File: src/lsd_pkg.sv
// Shared constants and types for the segment display driver controller.
package lsd_pkg;
  // Reference clock and nominal driver operating clock rates.
  localparam int unsigned REF_CLK_HZ = 50_000_000;
  localparam int unsigned OP_CLK_HZ = 32_768;
  // Reference cycles per operating clock tick, rounded to nearest.
  localparam int unsigned OP_DIV = (REF_CLK_HZ + OP_CLK_HZ / 2) / OP_CLK_HZ;
  // Display RAM placement and size.
  localparam logic [15:0] RAM_BASE = 16'h7000;
  localparam int unsigned RAM_WORDS = 32;
  localparam int unsigned RAM_AW = 5;
  // Operating clock ticks per line for each frame count step.
  localparam logic [7:0] LINE_TICK_UNIT = 8'h10;
  // Duty codes at which the shared pins become commons.
  localparam logic [2:0] DUTY_WIDE_MIN = 3'h4;
  // Active segment counts for wide and narrow common sets.
  localparam logic [5:0] SEG_CNT_WIDE = 6'h1C;
  localparam logic [5:0] SEG_CNT_NARROW = 6'h20;
  // Upper nibble offset used by screen area 1.
  localparam logic [2:0] AREA1_BIT_OFS = 3'h4;
  // Display state codes.
  localparam logic [1:0] DSP_OFF = 2'h0;
  localparam logic [1:0] DSP_NORMAL = 2'h1;
  localparam logic [1:0] DSP_ALL_ON = 2'h2;
  localparam logic [1:0] DSP_ALL_OFF = 2'h3;
  // Reset value of the shadowed common drive enables.
  localparam logic [7:0] COM_EN_RST = 8'h00;

  // Display settings held for one whole frame.
  typedef struct packed {
    logic [1:0] state;
    logic polarity;
    logic area;
    logic com_dir;
    logic seg_dir;
    logic [2:0] duty;
    logic [2:0] nline;
    logic [7:0] com_en;
  } lsd_cfg_s;

  // Scan engine states.
  typedef enum logic [1:0] {
    SCAN_IDLE = 2'b01,
    SCAN_FETCH = 2'b10
  } lsd_scan_e;
endpackage

File: src/lsd_top.sv
// Multiplexed segment display driver controller: timing, mapping and output control.
// Overview of operation
// - Four-bit contrast level, sixteen regulator settings.
// - Contrast ignored when regulator is off.
// - Block clock enable gates the operating clock.
// - Display state: off, normal, all-on, all-off.
// - Display off: no drive, outputs grounded.
// - All-on/all-off override waveform, RAM untouched.
// - Polarity zero inverts every segment on an enabled common.
// - No inversion in the all-off state.
// - Duty field selects one over value-plus-one.
// - Duty decides active commons and segments.
// - Disabled common shows off waveform.
// - Line count field sets AC inversion period.
// - RAM at 0x7000, one byte per column.
// - RAM one drives segment on, zero off.
// - RAM fully readable and writable by processor.
// - Unused RAM acts as ordinary memory.
// - Area select picks nibble at low duties.
// - Mapping depends on duty and directions.
// - Segment direction one ascends, zero descends.
// - Common direction one ascends, zero reverses.
// - Frame is 16*(count+1)*(duty+1) ticks.
// - Frame flag sets on switch, write-one clears.
`timescale 1ns/1ps
`default_nettype none
module lsd_top #(
  parameter int unsigned OP_DIV = lsd_pkg::OP_DIV
) (
  input wire logic I_REF_CLK,
  input wire logic I_NRST,
  input wire logic i_block_clock_enable,
  input wire logic [2:0] i_clock_divider_select,
  input wire logic [2:0] i_duty_select,
  input wire logic [3:0] i_frame_count,
  input wire logic [2:0] i_inverse_line_count,
  input wire logic i_regulator_enable,
  input wire logic [3:0] i_contrast_level,
  input wire logic [1:0] i_display_state_select,
  input wire logic i_display_polarity,
  input wire logic i_screen_area_select,
  input wire logic i_common_direction,
  input wire logic i_segment_direction,
  input wire logic [7:0] i_common_drive_enable,
  input wire logic i_frame_flag_clear,
  input wire logic i_frame_irq_enable,
  input wire logic i_ram_req,
  input wire logic i_ram_we,
  input wire logic [15:0] i_ram_addr,
  input wire logic [7:0] i_ram_wdata,
  output logic [7:0] o_ram_rdata,
  output logic o_drive_on,
  output logic o_ac_phase,
  output logic [7:0] o_common_outputs,
  output logic [31:0] o_segment_outputs,
  output logic o_frame_monitor_out,
  output logic o_frame_flag,
  output logic o_frame_irq,
  output logic [3:0] o_contrast_setting
);
  // Divider counter wide enough for the slowest divider setting.
  logic [19:0] div_cnt_q;
  logic [19:0] div_end;
  logic op_tick;
  // Line timing and scan position.
  logic [7:0] tick_cnt_q;
  logic [7:0] line_ticks;
  logic [2:0] line_q;
  logic line_end;
  logic frame_end;
  logic [2:0] nline_cnt_q;
  // Frame-held settings and the live settings they are taken from.
  lsd_pkg::lsd_cfg_s cfg_q;
  lsd_pkg::lsd_cfg_s cfg_live;
  // Scan engine.
  lsd_pkg::lsd_scan_e scan_q;
  logic [5:0] col_q;
  logic col_vld_q;
  logic [4:0] col_d1_q;
  logic [31:0] seg_acc_q;
  logic [7:0] scan_data;
  logic [5:0] seg_cnt;
  logic [2:0] bit_sel;
  logic [4:0] seg_pos;
  logic [2:0] com_pin;
  logic ram_hit;
  logic ram_we;

  // The operating tick period doubles with each divider select step.
  assign div_end = 20'(OP_DIV << i_clock_divider_select) - 20'h00001;
  assign op_tick = i_block_clock_enable && (div_cnt_q == div_end);

  // Operating clock divider; held cleared while the block clock is off.
  always_ff @(posedge I_REF_CLK or negedge I_NRST)
  begin
    if (!I_NRST)
    begin
      div_cnt_q <= 20'h00000;
    end
    else if (!i_block_clock_enable || op_tick)
    begin
      div_cnt_q <= 20'h00000;
    end
    else
    begin
      div_cnt_q <= div_cnt_q + 20'h00001;
    end
  end

  // A line lasts sixteen ticks per frame count step; a frame has duty+1 lines.
  assign line_ticks = 8'(lsd_pkg::LINE_TICK_UNIT * ({4'h0, i_frame_count} + 8'h01));
  assign line_end = op_tick && (tick_cnt_q >= line_ticks - 8'h01);
  assign frame_end = line_end && (line_q >= cfg_q.duty);

  // Line tick and line index counters.
  always_ff @(posedge I_REF_CLK or negedge I_NRST)
  begin
    if (!I_NRST)
    begin
      tick_cnt_q <= 8'h00;
      line_q <= 3'h0;
    end
    else if (!i_block_clock_enable)
    begin
      tick_cnt_q <= 8'h00;
      line_q <= 3'h0;
    end
    else if (line_end)
    begin
      tick_cnt_q <= 8'h00;
      line_q <= frame_end ? 3'h0 : line_q + 3'h1;
    end
    else if (op_tick)
    begin
      tick_cnt_q <= tick_cnt_q + 8'h01;
    end
  end

  // Gather the live settings into one carrier.
  always_comb
  begin
    cfg_live.state = i_display_state_select;
    cfg_live.polarity = i_display_polarity;
    cfg_live.area = i_screen_area_select;
    cfg_live.com_dir = i_common_direction;
    cfg_live.seg_dir = i_segment_direction;
    cfg_live.duty = i_duty_select;
    cfg_live.nline = i_inverse_line_count;
    cfg_live.com_en = i_common_drive_enable;
  end

  // Settings are taken at a frame switch, and every cycle while the block clock is off, so a panel never sees a half-changed frame.
  // The first frame after the block clock starts uses the settings then present.
  always_ff @(posedge I_REF_CLK or negedge I_NRST)
  begin
    if (!I_NRST)
    begin
      cfg_q <= '{state: lsd_pkg::DSP_OFF, polarity: 1'b1, area: 1'b0, com_dir: 1'b1,
                 seg_dir: 1'b1, duty: 3'h0, nline: 3'h0, com_en: lsd_pkg::COM_EN_RST};
    end
    else if (frame_end || !i_block_clock_enable)
    begin
      cfg_q <= cfg_live;
    end
  end

  // AC polarity toggles every frame, or every N lines when a line count is set.
  always_ff @(posedge I_REF_CLK or negedge I_NRST)
  begin
    if (!I_NRST)
    begin
      o_ac_phase <= 1'b0;
      nline_cnt_q <= 3'h0;
    end
    else if (!i_block_clock_enable)
    begin
      o_ac_phase <= 1'b0;
      nline_cnt_q <= 3'h0;
    end
    else if (cfg_q.nline == 3'h0)
    begin
      nline_cnt_q <= 3'h0;
      if (frame_end)
      begin
        o_ac_phase <= ~o_ac_phase;
      end
    end
    else if (line_end)
    begin
      // Inversion period counted in lines across frame switches.
      if (nline_cnt_q >= cfg_q.nline - 3'h1)
      begin
        nline_cnt_q <= 3'h0;
        o_ac_phase <= ~o_ac_phase;
      end
      else
      begin
        nline_cnt_q <= nline_cnt_q + 3'h1;
      end
    end
  end

  // Frame monitor toggles, and the sticky frame flag sets, at every frame switch.
  // A switch in the same cycle as a clear request keeps the flag set.
  always_ff @(posedge I_REF_CLK or negedge I_NRST)
  begin
    if (!I_NRST)
    begin
      o_frame_monitor_out <= 1'b0;
      o_frame_flag <= 1'b0;
    end
    else
    begin
      if (frame_end)
      begin
        o_frame_monitor_out <= ~o_frame_monitor_out;
      end
      if (frame_end)
      begin
        o_frame_flag <= 1'b1;
      end
      else if (i_frame_flag_clear)
      begin
        o_frame_flag <= 1'b0;
      end
    end
  end

  // Interrupt request follows the flag gated by its enable, one cycle later.
  always_ff @(posedge I_REF_CLK or negedge I_NRST)
  begin
    if (!I_NRST)
    begin
      o_frame_irq <= 1'b0;
    end
    else
    begin
      o_frame_irq <= o_frame_flag && i_frame_irq_enable;
    end
  end

  // Contrast reaches the regulator only while it runs; external supplies ignore it.
  always_ff @(posedge I_REF_CLK or negedge I_NRST)
  begin
    if (!I_NRST)
    begin
      o_contrast_setting <= 4'h0;
    end
    else
    begin
      o_contrast_setting <= i_regulator_enable ? i_contrast_level : 4'h0;
    end
  end

  // Processor writes are decoded against the RAM window; reads return the byte at the low five address bits for any address.
  assign ram_hit = i_ram_req && (i_ram_addr[15:5] == lsd_pkg::RAM_BASE[15:5]);
  assign ram_we = ram_hit && i_ram_we;

  // Display RAM: every byte is plain read/write memory whether scanned or not.
  lsd_ram #(
    .WORDS(lsd_pkg::RAM_WORDS),
    .AW(lsd_pkg::RAM_AW)
  ) u_ram (
    .i_clk(I_REF_CLK),
    .i_we(ram_we),
    .i_cpu_addr(i_ram_addr[4:0]),
    .i_cpu_wdata(i_ram_wdata),
    .o_cpu_rdata(o_ram_rdata),
    .i_scan_addr(col_q[4:0]),
    .o_scan_rdata(scan_data)
  );

  // Wide duties free the shared pins as commons and leave 28 segments.
  assign seg_cnt = (cfg_q.duty >= lsd_pkg::DUTY_WIDE_MIN) ?
                   lsd_pkg::SEG_CNT_WIDE : lsd_pkg::SEG_CNT_NARROW;
  // Line l reads bit l, moved to the high nibble for area 1 at low duties.
  assign bit_sel = ((cfg_q.duty < lsd_pkg::DUTY_WIDE_MIN) && cfg_q.area) ?
                   line_q + lsd_pkg::AREA1_BIT_OFS : line_q;
  // Column address to segment pin, ascending or descending.
  assign seg_pos = cfg_q.seg_dir ? col_d1_q : 5'(seg_cnt - 6'h01 - {1'b0, col_d1_q});
  // Line to common pin, ascending or reversed across the active commons.
  assign com_pin = cfg_q.com_dir ? line_q : cfg_q.duty - line_q;

  // Scan engine: at each line start, and again at the first tick of line 0, read every active column.
  // Reading takes about 30 reference cycles, far below one operating tick.
  always_ff @(posedge I_REF_CLK or negedge I_NRST)
  begin
    if (!I_NRST)
    begin
      scan_q <= lsd_pkg::SCAN_IDLE;
      col_q <= 6'h00;
      col_vld_q <= 1'b0;
      col_d1_q <= 5'h00;
    end
    else
    begin
      col_vld_q <= (scan_q == lsd_pkg::SCAN_FETCH) && (col_q < seg_cnt);
      col_d1_q <= col_q[4:0];
      case (scan_q)
        lsd_pkg::SCAN_IDLE:
        begin
          col_q <= 6'h00;
          if (line_end || (op_tick && tick_cnt_q == 8'h00 && line_q == 3'h0))
          begin
            scan_q <= lsd_pkg::SCAN_FETCH;
          end
        end
        lsd_pkg::SCAN_FETCH:
        begin
          if (col_q >= seg_cnt)
          begin
            scan_q <= lsd_pkg::SCAN_IDLE;
          end
          else
          begin
            col_q <= col_q + 6'h01;
          end
        end
        default:
        begin
          scan_q <= lsd_pkg::SCAN_IDLE;
        end
      endcase
    end
  end

  // Collect the selected bit of each column; unused pins stay off.
  always_ff @(posedge I_REF_CLK or negedge I_NRST)
  begin
    if (!I_NRST)
    begin
      seg_acc_q <= 32'h00000000;
    end
    else if (scan_q == lsd_pkg::SCAN_IDLE && col_q == 6'h00 && !col_vld_q)
    begin
      seg_acc_q <= 32'h00000000;
    end
    else if (col_vld_q)
    begin
      seg_acc_q[seg_pos] <= scan_data[bit_sel];
    end
  end

  // Output stage: update pins once the line's columns are all gathered.
  // The scan drops to idle one cycle after its last fetch, with the column counter
  // still parked at the end; that single cycle is when the last column has landed.
  always_ff @(posedge I_REF_CLK or negedge I_NRST)
  begin
    if (!I_NRST)
    begin
      o_drive_on <= 1'b0;
      o_common_outputs <= 8'h00;
      o_segment_outputs <= 32'h00000000;
    end
    else if (!i_block_clock_enable || cfg_q.state == lsd_pkg::DSP_OFF)
    begin
      // No drive voltage and every driver pin at ground.
      o_drive_on <= 1'b0;
      o_common_outputs <= 8'h00;
      o_segment_outputs <= 32'h00000000;
    end
    else if (cfg_q.state == lsd_pkg::DSP_ALL_OFF)
    begin
      // Static common drive with every segment off; polarity has no effect here.
      o_drive_on <= 1'b1;
      o_common_outputs <= 8'h00;
      o_segment_outputs <= 32'h00000000;
    end
    else if (scan_q == lsd_pkg::SCAN_IDLE && col_q >= seg_cnt)
    begin
      o_drive_on <= 1'b1;
      o_common_outputs <= 8'h01 << com_pin;
      if (!cfg_q.com_en[com_pin])
      begin
        // A disabled common shows the off waveform whatever RAM holds.
        o_segment_outputs <= 32'h00000000;
      end
      else if (cfg_q.state == lsd_pkg::DSP_ALL_ON)
      begin
        // Dynamic commons with every active segment forced on, RAM untouched.
        o_segment_outputs <= (cfg_q.polarity ? 32'hFFFFFFFF : 32'h00000000) >>
                             (6'h20 - seg_cnt);
      end
      else
      begin
        o_segment_outputs <= (cfg_q.polarity ? seg_acc_q : ~seg_acc_q) &
                             (32'hFFFFFFFF >> (6'h20 - seg_cnt));
      end
    end
  end
endmodule // lsd_top
`default_nettype wire

File: src/lsd_ram.sv
// Display data RAM with a processor port and a scan read port.
`timescale 1ns/1ps
`default_nettype none
module lsd_ram #(
  parameter int unsigned WORDS = 32,
  parameter int unsigned AW = 5
) (
  input wire logic i_clk,
  input wire logic i_we,
  input wire logic [AW-1:0] i_cpu_addr,
  input wire logic [7:0] i_cpu_wdata,
  output logic [7:0] o_cpu_rdata,
  input wire logic [AW-1:0] i_scan_addr,
  output logic [7:0] o_scan_rdata
);
  // Storage; contents are undefined after power-up like any RAM.
  logic [7:0] mem_q [WORDS];

  // Processor write and registered reads on both ports.
  always_ff @(posedge i_clk)
  begin
    if (i_we)
    begin
      mem_q[i_cpu_addr] <= i_cpu_wdata;
    end
    o_cpu_rdata <= mem_q[i_cpu_addr];
    o_scan_rdata <= mem_q[i_scan_addr];
  end
endmodule // lsd_ram
`default_nettype wire

File: config.mk
export PLATFORM = sky130hd
export DESIGN_NAME = lsd_top
export DESIGN_NICKNAME = d
export VERILOG_FILES = /design/src/lsd_pkg.sv /design/src/lsd_top.sv /design/src/lsd_ram.sv
export SDC_FILE = /design/constraint.sdc
export NUM_CORES = 1
export LEC_CHECK = 0
export BUFFER_PORTS_ARGS = -buffer_cell sky130_fd_sc_hd__buf_2
export CORE_MARGIN = 5
export CORE_UTILIZATION = 49
export CTS_BUF_LIST = sky130_fd_sc_hd__clkbuf_4
export DETAILED_ROUTE_END_ITERATION = 6
export MAX_ROUTING_LAYER = met4
export PLACE_DENSITY_LB_ADDON = 0.3
export SYNTH_ARGS = -nofsm -noshare
export SYNTH_HDL_FRONTEND = slang
export SYNTH_SLANG_ARGS = --single-unit
File: constraint.sdc
create_clock -name I_REF_CLK -period 4.25 [get_ports I_REF_CLK]
set_clock_uncertainty 0.1 [all_clocks]
set_input_delay 0.85 -clock I_REF_CLK [delete_from_list [all_inputs] [get_ports I_REF_CLK]]
set_output_delay 0.85 -clock I_REF_CLK [all_outputs]
set_load 0.1 [all_outputs]
==> results.md <==
* #FFs+latches synth at 421
* Die area at 45800 um^2
* Antenna Nets Post-Route at 0
* Initial antenna violation count at 4
* EDFF count, synth at 256
* Normalized max-slew margin at 0.261
* Synth top area share at 0.377
* Critical Path Slowest Stage Cell: o21ai_2
* CP Launch Type: flip-flop
* Worst Path Arrival at 3930 ps
* Core Area at 41000 um^2
* Hold Vio Cnt, Final at 0
* Starting DRT DRC Count at 1376
* Htree depth at 3
* End point of the critical path: o_segment_outputs[14]
* TritonRoute pass-1 iters at 5
* Max clock buf depth at 3
* Worst skew pair latency at 840 ps
* Post-DP Area at 21800 um^2
* Clock transition at the registers of the reported paths at 70 ps
* Largest net degree at the start of global routing at 83
* Gpl congestion at 0.840
* Synth Net Count at 1518
* GR Overflow Total at 0
* Num rows at 74
* Number of global-route vias before repair at 13.7k
* Final setup vio count at 0
* Unique masters post-synth at 72
* CP delay by family, top: compound AO/OA/AOI/OAI gates
* Die X at 214 um
* Primary FF master, synth: edfxtp_1
* Num CTS Buffers at 110
* Mapped Area at 20400 um^2
* Synth area leader: edfxtp_1
* Worst-Margin Slew at 1110 ps
* CP Max Fanout at 32
* Crit share post-route at 0.798
* IO Port Bufs at 119
* Period minus WS final at 3390 ps
* Area Overhead vs Synth at 14.0%
* CP max stage delay at 910 ps
* Avg Cell Area, Syn at 14.4 um^2
* WL per Instance at 21.9 um
* First-pass GRT wire length at 78200 um
* Leakage at 0.00869 uW
* Required time worst endpoint at 4790 ps
* Setup tns final at 0 ps
* Pwr Density at 373 nW/um^2
* Setup crit end kind: flip-flop
* Initial core utilization at 0.497
* RSZ-0062 raised after global routing: no
* Most used cell along the critical path: a211oi_1
* Final wirelength at 49000 um
* Maximum clock frequency at 295 MHz
* Worst hold path class: in2reg
* Worst Setup SP: line_q[0]
* CTS tree: yes
* Critical path class: reg2reg
* Reg2Reg Depth at 9
* Post-synth ARST share at 0.354
* Max Slew Vio Count at 0
* # IOs at 120
* Share of cells above drive strength 1 at 0.324
* Total Power at 8670 uW
* Synthesized instance count at 1419
* DRC at 0
* Root buffer cell: clkbuf_4
* CP Depth at 9
* CP bufs+invs at 1
* Crit path cell chain: ha_1 > fa_1 > mux2i_1 > buf_4 > nor2b_1 > a211oi_1 > a211oi_1 > o21ai_2 > o21ai_0
* Yosys Warn Count at 0
* Status: completed
* Nets at 1714
* FF-to-FF setup slack at 860 ps
* Reg-to-Reg End: o_segment_outputs[14]
* DIE HEIGHT at 214 um
* Via density at 6.00
* RR Startpoint: line_q[0]
* Total GRT Usage at 0.222
* MaxCap Viol Count at 0
* Hpwl dp at 32300 um
* Register area share after synthesis at 0.576
* Clk sinks at 421
* Worst VDD drop at 0.287 mV
* Ranking of synthesized cells by area: edfxtp_1 (38%), dfrtp_1 (18%), mux4_2 (16%)
* Via count at 13.4k
* Final instance area at 23200 um^2
==> power by group <==
part / total (uW) / internal (uW) / switching [uW]
combinational: 756 / 252 / 504
clock: 3480 / 1840 / 1650
sequential: 4430 / 4390 / 43.6
total: 8670 / 6480 / 2190
==> layout by cell type, fill, tap and decap left out, drive strengths merged, types with 28 or more instances in the layout <==
| cell | netlist | layout |
|---|---|---|
| xnor2 | 57 | 57 |
| inv | 32 | 33 |
| o21ai | 58 | 58 |
| a22oi | 32 | 32 |
| ha | 34 | 34 |
| buf | 25 | 175 |
| o31ai | 29 | 29 |
| clkbuf | 67 | 166 |
| nand2 | 86 | 86 |
| nand3 | 37 | 37 |
| mux4 | 146 | 146 |
| dfrtp | 145 | 145 |
| nor2 | 109 | 109 |
| edfxtp | 256 | 256 |
| mux2 | 28 | 28 |
==> synthesized netlist by cell type (9+ instances only) <==
cell        n
nand2_1    86
buf_2       9
edfxtp_1  256
o21ai_0    56
inv_1      30
or3_1      13
mux4_2    146
dfrtp_1   145
mux2_2     28
clkbuf_1   67
ha_1       34
xnor2_1    57
a21oi_1    15
and3_1     14
dfxtp_1    16
nor2b_1    14
a22oi_1    32
o211ai_1   27
mux2i_1    18
nor3_1     11
o31ai_1    29
buf_1      12
nor2_1    109
xor2_1     24
nand4_1    17
nand3_1    37
==> routing by layer <==
layer  wire length, um  global-route usage
met2             24000               0.346
met4               881              0.0558
met5                 0                   -
met1             20000               0.296
met3              4140              0.0566
==> worst min-delay path by stage <==
stage,start,to,slack (ps),cells after the start
6_report,i_frame_flag_clear,o_frame_flag,130,2
5_1_grt,i_frame_flag_clear,o_frame_flag,60,2
4_1_cts,i_frame_flag_clear,o_frame_flag,60,2
3_5_place_dp,o_segment_outputs[17],o_segment_outputs[17],370,2
3_3_place_gp,o_frame_monitor_out,o_frame_monitor_out,360,1
2_1_floorplan,col_q[0],col_d1_q[0],280,0
==> logic make-up after synthesis <==
family	count (synthesis)	share of synthesized area
buffers and inverters	124	0.0248
AND/OR/NAND/NOR	357	0.0864
AO/OA/AOI/OAI	208	0.0695
XOR/XNOR	81	0.0348
flip-flops	421	0.576
adder cells (fa/ha/maj)	36	0.0228
multiplexers	192	0.186
==> repair_timing <==
item                                   4_1_cts  5_1_grt
hold buffers                                 1        0
setup buffers                                0        0
resized for setup                            0        0
endpoints found under the hold margin       78        0
==> metrics by stage <==
step                hold slack, ps  setup WS (ps)  instances   util
floorplan                      278            246       1419      -
global placement               356            263       2034  0.531
detailed placement             365            217       2034  0.531
CTS                           58.0            805       2232  0.566
global route                  62.3            510       2237  0.566
finish                         131            858       2238  0.567
==> sequential cells by signal, indices dropped and copies added, names as in the netlist, 2 cells and up <==
name,flops
col_d1_q,5
col_q,6
o_segment_outputs,32
tick_cnt_q,8
seg_acc_q,32
line_q,3
cfg_q,20
u_ram.mem_q,256
u_ram.o_scan_rdata,8
nline_cnt_q,3
o_common_outputs,8
scan_q,2
o_contrast_setting,4
u_ram.o_cpu_rdata,8
div_cnt_q,20
==> cell type report <==
cell class	count	area (um^2)
clock inverter	31	166
fill	3316	17800
tap	532	666
multi-input combinational	874	8160
sequential	421	11700
timing repair buffer	176	1110
clock buffer	166	1250
antenna	6	15.0
inverter	32	123
Note: power is estimated with default switching activity, not from simulation.
